`src/hw/adcseq_regs.svh`:
```
`ifndef ADCSEQ_REGS_SVH
`define ADCSEQ_REGS_SVH
// Register byte addresses
`define ADCSEQ_SEL_ADDR      12'h000
`define ADCSEQ_CTRL_ADDR     12'h004
`define ADCSEQ_DATA_ADDR     12'h008
`define ADCSEQ_STAT_ADDR     12'h00C
// Selection register fields
`define ADCSEQ_SEL_CH_LSB    0
`define ADCSEQ_SEL_CH_MSB    3
`define ADCSEQ_SEL_REF_LSB   6
`define ADCSEQ_SEL_REF_MSB   7
// Control register fields
`define ADCSEQ_CTRL_EN_BIT   7
`define ADCSEQ_CTRL_SC_BIT   6
`define ADCSEQ_CTRL_FR_BIT   5
`define ADCSEQ_CTRL_DONE_BIT 4
`define ADCSEQ_CTRL_PS_LSB   0
`define ADCSEQ_CTRL_PS_MSB   2
// Reset values
`define ADCSEQ_SEL_RST       8'h00
`define ADCSEQ_CTRL_RST      8'h00
// Timing in half converter clock cycles
`define ADCSEQ_EXT_HALVES    6'd50
`define ADCSEQ_EXT_SH_HALVES 6'd27
`define ADCSEQ_NRM_HALVES    6'd26
`define ADCSEQ_NRM_SH_HALVES 6'd3
`define ADCSEQ_MAX_CODE      10'h3FF
`endif

```
`src/hw/adcseq_pkg.sv`:
```
package adcseq_pkg;
    typedef enum logic [2:0] {
        ADCSEQ_IDLE = 3'b001,
        ADCSEQ_WAIT = 3'b010,
        ADCSEQ_CONV = 3'b100
    } adcseq_state_t;
    typedef struct packed {
        logic [1:0] reference_select;
        logic [3:0] channel_select;
    } adcseq_sel_t;
endpackage

```
`src/hw/adcseq_core.sv`:
```
// Decided for this implementation: the APB interface to the registers and the register addresses.
`timescale 1ns/1ns
`include "adcseq_regs.svh"
// Overview of operation
// - First conversion after enable lasts 25 cycles; sample-and-hold at 13.5.
// - Normal conversion lasts 13 cycles; sample-and-hold at 1.5.
// - Processor writes land in a holding selection register.
// - Idle: active selection copies holding register every cycle.
// - Active selection is frozen from conversion start.
// - Copying resumes in the last cycle before done flag sets.
// - Conversion begins at the next converter clock rising edge after start.
// - Selection written in a safe window applies to the next conversion.
// - Input above reference yields the maximum code.
// - Result written and done flag set together on completion.
// - Free-run restarts immediately after completion, start bit stays high.
// - Only first conversion after enable is extended.
module adcseq_core
    import adcseq_pkg::*;
#(
    parameter int DATA_W = 10
) (
    input  wire logic              pclk,
    input  wire logic              presetn,
    input  wire logic              clk_en,
    input  wire logic              psel,
    input  wire logic              penable,
    input  wire logic              pwrite,
    input  wire logic [11:0]       paddr,
    input  wire logic [31:0]       pwdata,
    output logic      [31:0]       prdata,
    output logic                   pready,
    output logic                   pslverr,
    input  wire logic [DATA_W-1:0] sar_code,
    input  wire logic              sar_over,
    output logic      [3:0]        mux_channel,
    output logic      [1:0]        mux_reference,
    output logic                   sample_hold,
    output logic                   converting
);
    logic                access;
    logic                wr;
    logic [31:0]         rdata;
    adcseq_sel_t         hold_q;
    adcseq_sel_t         act_q;
    logic                en_q;
    logic                sc_q;
    logic                fr_q;
    logic                done_q;
    logic [2:0]          ps_q;
    logic [DATA_W-1:0]   data_q;
    logic                first_q;
    adcseq_state_t       st_q;
    logic [5:0]          half_q;
    logic [7:0]          pre_q;
    logic                en_d;
    logic                tick_h;
    logic                last_h;
    logic                sc_set;
    logic [5:0]          len_h;
    logic [5:0]          sh_h;
    logic                sar_over_m;
    logic                sar_over_s;
    logic [DATA_W-1:0]   sar_code_m;
    logic [DATA_W-1:0]   sar_code_s;

    assign access = psel & penable & clk_en;
    assign wr     = access & pwrite;
    assign sc_set = wr && paddr == `ADCSEQ_CTRL_ADDR && pwdata[`ADCSEQ_CTRL_SC_BIT];
    assign len_h  = first_q ? `ADCSEQ_EXT_HALVES : `ADCSEQ_NRM_HALVES;
    assign sh_h   = first_q ? `ADCSEQ_EXT_SH_HALVES : `ADCSEQ_NRM_SH_HALVES;
    // Converter clock: half period = 2^ps pclk cycles; tick_h marks each half edge
    assign tick_h = (pre_q & ((8'd1 << ps_q) - 8'd1)) == ((8'd1 << ps_q) - 8'd1);
    // Enable as written this cycle, so enable and start in one write still start
    assign en_d   = (wr && paddr == `ADCSEQ_CTRL_ADDR) ? pwdata[`ADCSEQ_CTRL_EN_BIT] : en_q;
    assign last_h = (half_q >= len_h - 6'd2);

    always_ff @(posedge pclk or negedge presetn) begin
        if (!presetn) begin
            sar_over_m <= 1'b0;
            sar_over_s <= 1'b0;
            sar_code_m <= '0;
            sar_code_s <= '0;
        end else if (clk_en) begin
            sar_over_m <= sar_over;
            sar_over_s <= sar_over_m;
            sar_code_m <= sar_code;
            sar_code_s <= sar_code_m;
        end
    end

    always_ff @(posedge pclk or negedge presetn) begin
        if (!presetn) begin
            pre_q <= 8'h00;
        end else if (clk_en) begin
            if (!en_q) begin
                pre_q <= 8'h00;
            end else begin
                pre_q <= pre_q + 8'h01;
            end
        end
    end

    always_ff @(posedge pclk or negedge presetn) begin
        if (!presetn) begin
            hold_q <= adcseq_sel_t'(6'h00);
        end else if (wr && paddr == `ADCSEQ_SEL_ADDR) begin
            hold_q.reference_select <= pwdata[`ADCSEQ_SEL_REF_MSB:`ADCSEQ_SEL_REF_LSB];
            hold_q.channel_select   <= pwdata[`ADCSEQ_SEL_CH_MSB:`ADCSEQ_SEL_CH_LSB];
        end
    end

    always_ff @(posedge pclk or negedge presetn) begin
        if (!presetn) begin
            act_q <= adcseq_sel_t'(6'h00);
        end else if (clk_en) begin
            if (st_q != ADCSEQ_CONV) begin
                act_q <= hold_q;
            end else if (last_h) begin
                act_q <= hold_q;
            end
        end
    end

    always_ff @(posedge pclk or negedge presetn) begin
        if (!presetn) begin
            st_q    <= ADCSEQ_IDLE;
            half_q  <= 6'd0;
            first_q <= 1'b1;
            sc_q    <= 1'b0;
            done_q  <= 1'b0;
            data_q  <= '0;
        end else if (clk_en) begin
            if (wr && paddr == `ADCSEQ_CTRL_ADDR && pwdata[`ADCSEQ_CTRL_DONE_BIT]) begin
                done_q <= 1'b0;
            end
            if (!en_d) begin
                st_q    <= ADCSEQ_IDLE;
                first_q <= 1'b1;
                sc_q    <= 1'b0;
                half_q  <= 6'd0;
            end else begin
                if (sc_set) begin
                    sc_q <= 1'b1;
                end
                case (st_q)
                    ADCSEQ_IDLE: begin
                        if (sc_set) begin
                            st_q <= ADCSEQ_WAIT;
                        end
                    end
                    ADCSEQ_WAIT: begin
                        // Start on the next rising converter edge (counter wrap)
                        if (tick_h && pre_q[ps_q] == 1'b1) begin
                            st_q   <= ADCSEQ_CONV;
                            half_q <= 6'd0;
                        end
                    end
                    ADCSEQ_CONV: begin
                        if (tick_h) begin
                            if (half_q == len_h - 6'd1) begin
                                done_q  <= 1'b1;
                                first_q <= 1'b0;
                                half_q  <= 6'd0;
                                data_q  <= sar_over_s ? DATA_W'(`ADCSEQ_MAX_CODE)
                                                      : sar_code_s;
                                if (fr_q) begin
                                    st_q <= ADCSEQ_CONV;
                                end else begin
                                    st_q <= ADCSEQ_IDLE;
                                    sc_q <= 1'b0;
                                end
                            end else begin
                                half_q <= half_q + 6'd1;
                            end
                        end
                    end
                    default: st_q <= ADCSEQ_IDLE;
                endcase
            end
        end
    end

    always_ff @(posedge pclk or negedge presetn) begin
        if (!presetn) begin
            en_q <= 1'b0;
            fr_q <= 1'b0;
            ps_q <= 3'h0;
        end else if (wr && paddr == `ADCSEQ_CTRL_ADDR) begin
            en_q <= pwdata[`ADCSEQ_CTRL_EN_BIT];
            fr_q <= pwdata[`ADCSEQ_CTRL_FR_BIT];
            ps_q <= pwdata[`ADCSEQ_CTRL_PS_MSB:`ADCSEQ_CTRL_PS_LSB];
        end
    end

    always_comb begin
        rdata = 32'h0000_0000;
        if (paddr == `ADCSEQ_SEL_ADDR) begin
            rdata[`ADCSEQ_SEL_REF_MSB:`ADCSEQ_SEL_REF_LSB] = hold_q.reference_select;
            rdata[`ADCSEQ_SEL_CH_MSB:`ADCSEQ_SEL_CH_LSB]   = hold_q.channel_select;
        end else if (paddr == `ADCSEQ_CTRL_ADDR) begin
            rdata[`ADCSEQ_CTRL_EN_BIT]   = en_q;
            rdata[`ADCSEQ_CTRL_SC_BIT]   = sc_q;
            rdata[`ADCSEQ_CTRL_FR_BIT]   = fr_q;
            rdata[`ADCSEQ_CTRL_DONE_BIT] = done_q;
            rdata[`ADCSEQ_CTRL_PS_MSB:`ADCSEQ_CTRL_PS_LSB] = ps_q;
        end else if (paddr == `ADCSEQ_DATA_ADDR) begin
            rdata[DATA_W-1:0] = data_q;
        end else if (paddr == `ADCSEQ_STAT_ADDR) begin
            rdata[2:0] = st_q;
            rdata[13:8] = act_q;
        end
    end

    always_ff @(posedge pclk or negedge presetn) begin
        if (!presetn) begin
            prdata  <= 32'h0000_0000;
            pready  <= 1'b0;
            pslverr <= 1'b0;
        end else if (clk_en) begin
            pready  <= psel & ~penable;
            pslverr <= 1'b0;
            if (psel & ~penable) begin
                prdata  <= rdata;
                pslverr <= paddr != `ADCSEQ_SEL_ADDR && paddr != `ADCSEQ_CTRL_ADDR
                        && paddr != `ADCSEQ_DATA_ADDR && paddr != `ADCSEQ_STAT_ADDR;
            end
        end
    end

    always_ff @(posedge pclk or negedge presetn) begin
        if (!presetn) begin
            mux_channel   <= 4'h0;
            mux_reference <= 2'h0;
            sample_hold   <= 1'b0;
            converting    <= 1'b0;
        end else if (clk_en) begin
            mux_channel   <= act_q.channel_select;
            mux_reference <= act_q.reference_select;
            sample_hold   <= st_q == ADCSEQ_CONV && half_q == sh_h && tick_h;
            converting    <= st_q == ADCSEQ_CONV;
        end
    end
endmodule // adcseq_core

```
`config.mk`:
```
export PLATFORM = sky130hd
export DESIGN_NAME = adcseq_core
export DESIGN_NICKNAME = d
export VERILOG_FILES = /design/src/hw/adcseq_pkg.sv /design/src/hw/adcseq_core.sv
export VERILOG_INCLUDE_DIRS = /design/src /design/src/hw
export SDC_FILE = /design/constraint.sdc
export NUM_CORES = 1
export LEC_CHECK = 0
export ABC_AREA = 0
export BUFFER_PORTS_ARGS = -buffer_cell sky130_fd_sc_hd__buf_2
export CORE_MARGIN = 3
export CORE_UTILIZATION = 50
export DETAILED_ROUTE_END_ITERATION = 10
export GPL_ROUTABILITY_DRIVEN = 1
export PLACE_DENSITY = 0.7
export RECOVER_POWER = 100
export SLEW_MARGIN = 40
export SYNTH_ARGS = -nofsm -noshare
export SYNTH_HDL_FRONTEND = slang
export SYNTH_SLANG_ARGS = --single-unit
```
`constraint.sdc`:
```
create_clock -name pclk -period 5.7 [get_ports pclk]
set_input_delay 0.57 -clock pclk [delete_from_list [all_inputs] [get_ports pclk]]
set_output_delay 0.57 -clock pclk [all_outputs]
set_load 0.05 [all_outputs]
```
==> metrics.md, run 1 <==
| Metric | Value |
|---|---|
| Status | finished, violations left |
| Failing checks | capacitance limit, slew limit |
| Slew Viols, Final | 49 |
| FP Rows | 34 |
| Via density | 5.63 |
| Final hold violation count | 0 |
| VDD IR max | 0.156 mV |
| Io pins | 103 |
| Commonest non-fill, non-tap cell in the layout | dfrtp_1 |
| Initial Utilization | 0.525 |
| CP endpoint kind | flop |
| # setup viols final | 0 |
| Top FF cell, synth | dfrtp_1 |
| Final Cycle Share | 0.702 |
| Area growth syn-to-layout | 9.83% |
| Req. time, crit path | 5.92 ns |
| Fillers | 774 |
| Commonest cells after routing, fill and taps aside | 91 x dfrtp_1, 45 x nand2_1, 45 x mux2_2 |
| Total core area | 0.00893 mm2 |
| Gr usage total | 0.192 |
| Post-synthesis async set-or-reset flop share | 1.00 |
| # resized after CTS | 0 |
| Post-CTS Setup Repair Bufs | 0 |
| Placed inst area | 0.00501 mm2 |
| #FFs+latches synth | 93 |
| PortBufs | 60 |
| Static Leak | 2.37 nW |
| Synth Area per Inst | 10.9 um2 |
| RSZ-0062 raised after global routing | false |
| Total of warnings raised by yosys | 0 |
| Final Power | 1.27 mW |
| DRC violations left | 0 |
| GPL Wtd Cong | 0.852 |
| Setup TNS | 0 ns |
| Largest net degree at the start of global routing | 56 |
| Pre-CTS WS | 2.43 ns |
| GRT overflow | 0 |
| Clock Root Buffer | clkbuf_8 |
| First drt pass iteration count | 4 |
| Total Routed Length | 9.67 mm |
| Global-route wire length before repair | 15.8 mm |
| Top cells by area, synth | dfrtp_1 49%, mux2_2 11%, mux2i_1 4.1%, nand2_1 3.6%, buf_4 2.9% |
| Post-synthesis mux area share | 0.172 |
| Post-Synth Simple-Gate Area | 0.136 |
| # diodes | 0 |
| CTS Buf Count | 9 |
| CTS tree | built |
| Antenna Nets Post-Route | 0 |
| Initial DRC Count | 159 |
| Synth Area in XOR/XNOR | 0.00746 |
| Fin worst setup slack | 1.70 ns |
| Synth unique cells | 59 |
| Area of the die | 0.0106 mm2 |
| Peak Freq | 250 MHz |
| Post-synth EDFFs | 0 |
| Synth area leader | dfrtp_1 |
| Die width | 103 um |
| Share of cells above drive strength 1 | 0.229 |
| DPL Wire Length | 6.91 mm |
| Vias in the first global route | 3,199 |
| CP arrival | 4.22 ns |
| Worst setup SP type | input port |
| Largest family of logic cells by synthesized area | multiplexers |
| CTS clock-pin slew for the worst setup and hold paths | 0.11 ns |
| Design area | 0.00516 mm2 |
| Max Cap Violations | 2 |
| Synth top area share | 0.485 |
| Synth Area in Adders | 0.0187 |
| Synth Instances | 430 |
| Max Root-Sink Buffers | 2 |
| CP Max Fanout | 47 |
| Clk_skew | 0.0148 ns |
| Final min period | 4.00 ns |
| Sequential-to-total area share from yosys stat | 0.496 |
| Vias | 3,367 |
| Ratio of total power to cell area | 246 mW/mm2 |
| WS Path Type | input port to flop |
| H-tree depth | 3 |
| Mapped Area | 0.00469 mm2 |
| Hold buffer count at CTS | 0 |
| Initial antenna violation count | 0 |
| Final nets | 553 |
| Worst slew pin tran | 2.21 ns |
| Die H | 103 um |
| Core Util, Final | 0.577 |
| Avg WL per Cell | 16.2 um |
| Clk_lat worst skew | 0.36 ns |
| Clock net sink count | 93 |
| Hold crit path type | input port to flop |
| Slew headroom | -0.473 |
| Synth Area in Compound Gates | 0.0991 |
==> final cells by class <==
class	count	area (um2)	share of cell area
Inverter	26	97.6	0.0189
Clock inverter	7	90.1	0.0175
Timing Repair Buffer	65	299	0.0580
Multi-Input combinational cell	290	2080	0.404
Clock buffer	9	124	0.0240
Sequential cell	93	2330	0.452
Tap cell	108	135	0.0262
==> cell families after synthesis <==
kind of cell	count (synthesis)
AO/OA/AOI/OAI	69
buffers and inverters	64
flip-flops	93
XOR/XNOR	4
multiplexers	69
AND/OR/NAND/NOR	123
other	1
adder cells (fa/ha/maj)	7
==> final timing paths <==
kind | from | endpoint | slack (ns) | cells past startpoint
max | clk_en | data_q[1]$_DFFE_PN0P_ | 1.70 | 9
min | sar_over | sar_over_m$_DFFE_PN0P_ | 0.43 | 2
max reg2reg | ps_q[2]$_DFFE_PN0P_ | data_q[1]$_DFFE_PN0P_ | 2.26 | 8
min reg2reg | prdata[0]$_DFFE_PN0P_ | prdata[0]$_DFFE_PN0P_ | 0.49 | 2
max in group asynchronous | presetn | prdata[3]$_DFFE_PN0P_ | 3.19 | 2
min in group asynchronous | presetn | sc_q$_DFFE_PN0P_ | 0.86 | 1
==> report_power, final <==
part | internal (mW) | total [mW] | leakage [nW] | switching, mW
Sequential | 0.680 | 0.693 | 1.19 | 0.0131
Combinational | 0.0369 | 0.111 | 1.08 | 0.0742
Clock | 0.213 | 0.464 | 0.101 | 0.251
Total | 0.929 | 1.27 | 2.37 | 0.339
==> flip-flops by register name (all words and copies together) (netlist names), 2 cells and up <==
| signal | count |
|---|---|
| sar_code_m | 10 |
| mux_reference | 2 |
| data_q | 10 |
| hold_q | 6 |
| ps_q | 3 |
| sar_code_s | 10 |
| prdata | 14 |
| act_q | 6 |
| mux_channel | 4 |
| st_q | 3 |
| half_q | 6 |
| pre_q | 8 |
==> metrics by stage <==
step                      hold WS (ns)  std cells
after floorplan                  0.274        447
after global placement           0.455        582
after detailed placement         0.464        582
after CTS                        0.188        598
after global routing             0.407        598
final                            0.429        598
==> Yosys cell counts (2+ instances only) <==
library cell	number
inv_1	25
dfrtp_1	91
nor2b_1	4
clkbuf_1	17
o31ai_1	13
mux4_2	5
mux2_2	45
o22a_1	2
nand4_1	5
mux2i_1	19
dfstp_2	2
buf_2	2
o2bb2ai_1	4
a22oi_1	2
nor3b_1	3
a21oi_1	6
a31oi_1	2
or3_1	2
o21ai_0	23
ha_1	7
xnor2_1	2
or4b_1	2
nand3_1	8
nand2b_1	4
a21o_1	2
nor2_1	24
or4_4	2
and3_1	4
xor2_1	2
a22o_1	3
nor3_1	7
buf_4	18
nor4_1	3
nand2_1	45
==> per-layer routing <==
metal	wire (um)	vias to the layer above	GRT usage
li1	-	1602	-
met2	4550	88	0.309
met1	4530	1669	0.267
met5	0	-	0
met4	104	0	0.0448
met3	478	8	0.0426
==> critical path: stages <==
cell,delay (ns)
buf_2,0.08
buf_4,0.43
nand4_1,0.29
nor4_1,1.29
mux2i_1,0.28
clkbuf_1,0.49
inv_1,0.18
and4_1,0.40
mux2i_1,0.20
Power figures use the tool's default switching activity.
==> run 2: changes to the inputs <==
- CORE_UTILIZATION: 50 -> 49
- PLACE_DENSITY: 0.7 -> 0.72
- clock period: 5.7 -> 3.3 ns (I/O delays scaled with it)
==> metrics.md, run 2 (synthesis gave the netlist of run 1 again) <==
| Metric | Value |
|---|---|
| RSZ-0062 raised after global routing | false |
| Total core area | 0.00928 mm2 |
| Core Util, Final | 0.566 |
| FP Rows | 35 |
| Initial Utilization | 0.506 |
| CTS tree | built |
| Slew Viols, Final | 45 |
| Io pins | 103 |
| Area growth syn-to-layout | 11.9% |
| Peak Freq | 347 MHz |
| Initial antenna violation count | 0 |
| Avg WL per Cell | 15.7 um |
| Gr usage total | 0.193 |
| Setup TNS | 0 ns |
| Share of cells above drive strength 1 | 0.237 |
| Commonest cells after routing, fill and taps aside | 91 x dfrtp_1, 45 x nand2_1, 45 x mux2_2 |
| Vias in the first global route | 3,434 |
| Req. time, crit path | 3.59 ns |
| Slew headroom | -0.562 |
| Global-route wire length before repair | 16.9 mm |
| DRC violations left | 0 |
| WS Path Type | flop to flop |
| CP endpoint kind | flop |
| GPL Wtd Cong | 0.874 |
| # setup viols final | 0 |
| Final nets | 561 |
| Largest register by flop count | prdata |
| Total Routed Length | 9.81 mm |
| VDD IR max | 0.390 mV |
| Final Cycle Share | 0.872 |
| Worst slew pin tran | 2.34 ns |
| Die H | 104 um |
| Worst path slowest cell | or4b_2 |
| Die width | 104 um |
| Ratio of total power to cell area | 418 mW/mm2 |
| Flop2flop setup slack | 0.42 ns |
| CP arrival | 3.17 ns |
| Area of the die | 0.0108 mm2 |
| Final min period | 2.88 ns |
| Hold crit path type | input port to flop |
| Commonest non-fill, non-tap cell in the layout | dfrtp_1 |
| Clk_lat worst skew | 0.36 ns |
| CTS clock-pin slew for the worst setup and hold paths | 0.10 ns |
| Largest net degree at the start of global routing | 47 |
| Clock net sink count | 93 |
| First drt pass iteration count | 4 |
| Max Root-Sink Buffers | 2 |
| Vias | 3,406 |
| Clock Root Buffer | clkbuf_8 |
| CTS Buf Count | 9 |
| Via density | 5.43 |
| PortBufs | 60 |
| CP max stage delay | 0.65 ns |
| Initial DRC Count | 138 |
| CP cell instances | or3_1 > ha_1 > or4b_2 > a31o_2 > a41oi_1 > nor3_1 > o22ai_1 |
| Final hold violation count | 0 |
| Worst setup SP type | flop |
| # diodes | 0 |
| H-tree depth | 3 |
| Max reg flops | 14 |
| Clk_skew | 0.00938 ns |
| Failing checks | capacitance limit, slew limit |
| GRT overflow | 0 |
| Status | finished, violations left |
| DPL Wire Length | 7.19 mm |
| Static Leak | 2.41 nW |
| CP Max Fanout | 7 |
| Antenna Nets Post-Route | 0 |
| Max Cap Violations | 1 |
## run 2: final timing paths
kind / start / to / cells after the start
worst min register to register: prdata[13]$_DFFE_PN0P_ / prdata[13]$_DFFE_PN0P_ / 2
worst max-delay path: ps_q[2]$_DFFE_PN0P_ / half_q[5]$_DFFE_PN0P_ / 7
min in group asynchronous: presetn / prdata[12]$_DFFE_PN0P_ / 2
max in group asynchronous: presetn / first_q$_DFFE_PN1P_ / 3
worst min-delay path: sar_over / sar_over_m$_DFFE_PN0P_ / 2
worst max register to register: ps_q[2]$_DFFE_PN0P_ / half_q[5]$_DFFE_PN0P_ / 7
## run 2: metrics by stage
stage	setup slack, ns	power (mW)	instances	hold WS (ns)	cell area [um2]
after CTS	0.411	2.22	627	0.171	5300
after detailed placement	0.441	1.42	610	0.358	5080
after global placement	0.515	1.41	610	0.350	5080
after floorplan	0.427	1.36	447	0.0344	4760
after global routing	0.201	2.29	627	0.166	5250
final	0.421	2.20	627	0.188	5250
## run 2: area by class of cell
type | instances | area (um2)
fillers | 818 | 4030
flip-flops and latches | 93 | 2330
multi-input cells | 290 | 2100
repair buffers | 73 | 355
well taps | 129 | 161
clock buffers | 9 | 124
inverters | 26 | 97.6
clock inverters | 7 | 86.3
## run 2: power breakdown
group | total (mW) | leakage, nW | switching [mW] | internal [mW]
clock network | 0.806 | 0.105 | 0.437 | 0.369
logic | 0.194 | 1.12 | 0.129 | 0.0655
registers | 1.20 | 1.19 | 0.0228 | 1.17
## run 2: critical path, delay by kind of cell (launching register included)
family                   cells  cell delay [ns]
AND/OR/NAND/NOR              3             1.16
AO/OA/AOI/OAI                3             0.98
flip-flops                   1             0.38
adder cells (fa/ha/maj)      1             0.29
## run 2: timing repair
action | 4_1_cts | 5_1_grt
hold buffers | 1 | 0
buffers inserted | 0 | 0
hold endpoints to repair | 41 | 0
resized for setup | 0 | 0
## run 2: metal layers
metal	global-route usage	vias to the layer above	routed length, um
met3	0.0391	18	518
met4	0.0750	0	199
met5	0	-	0
li1	-	1624	-
met1	0.267	1669	4520
met2	0.302	95	4580
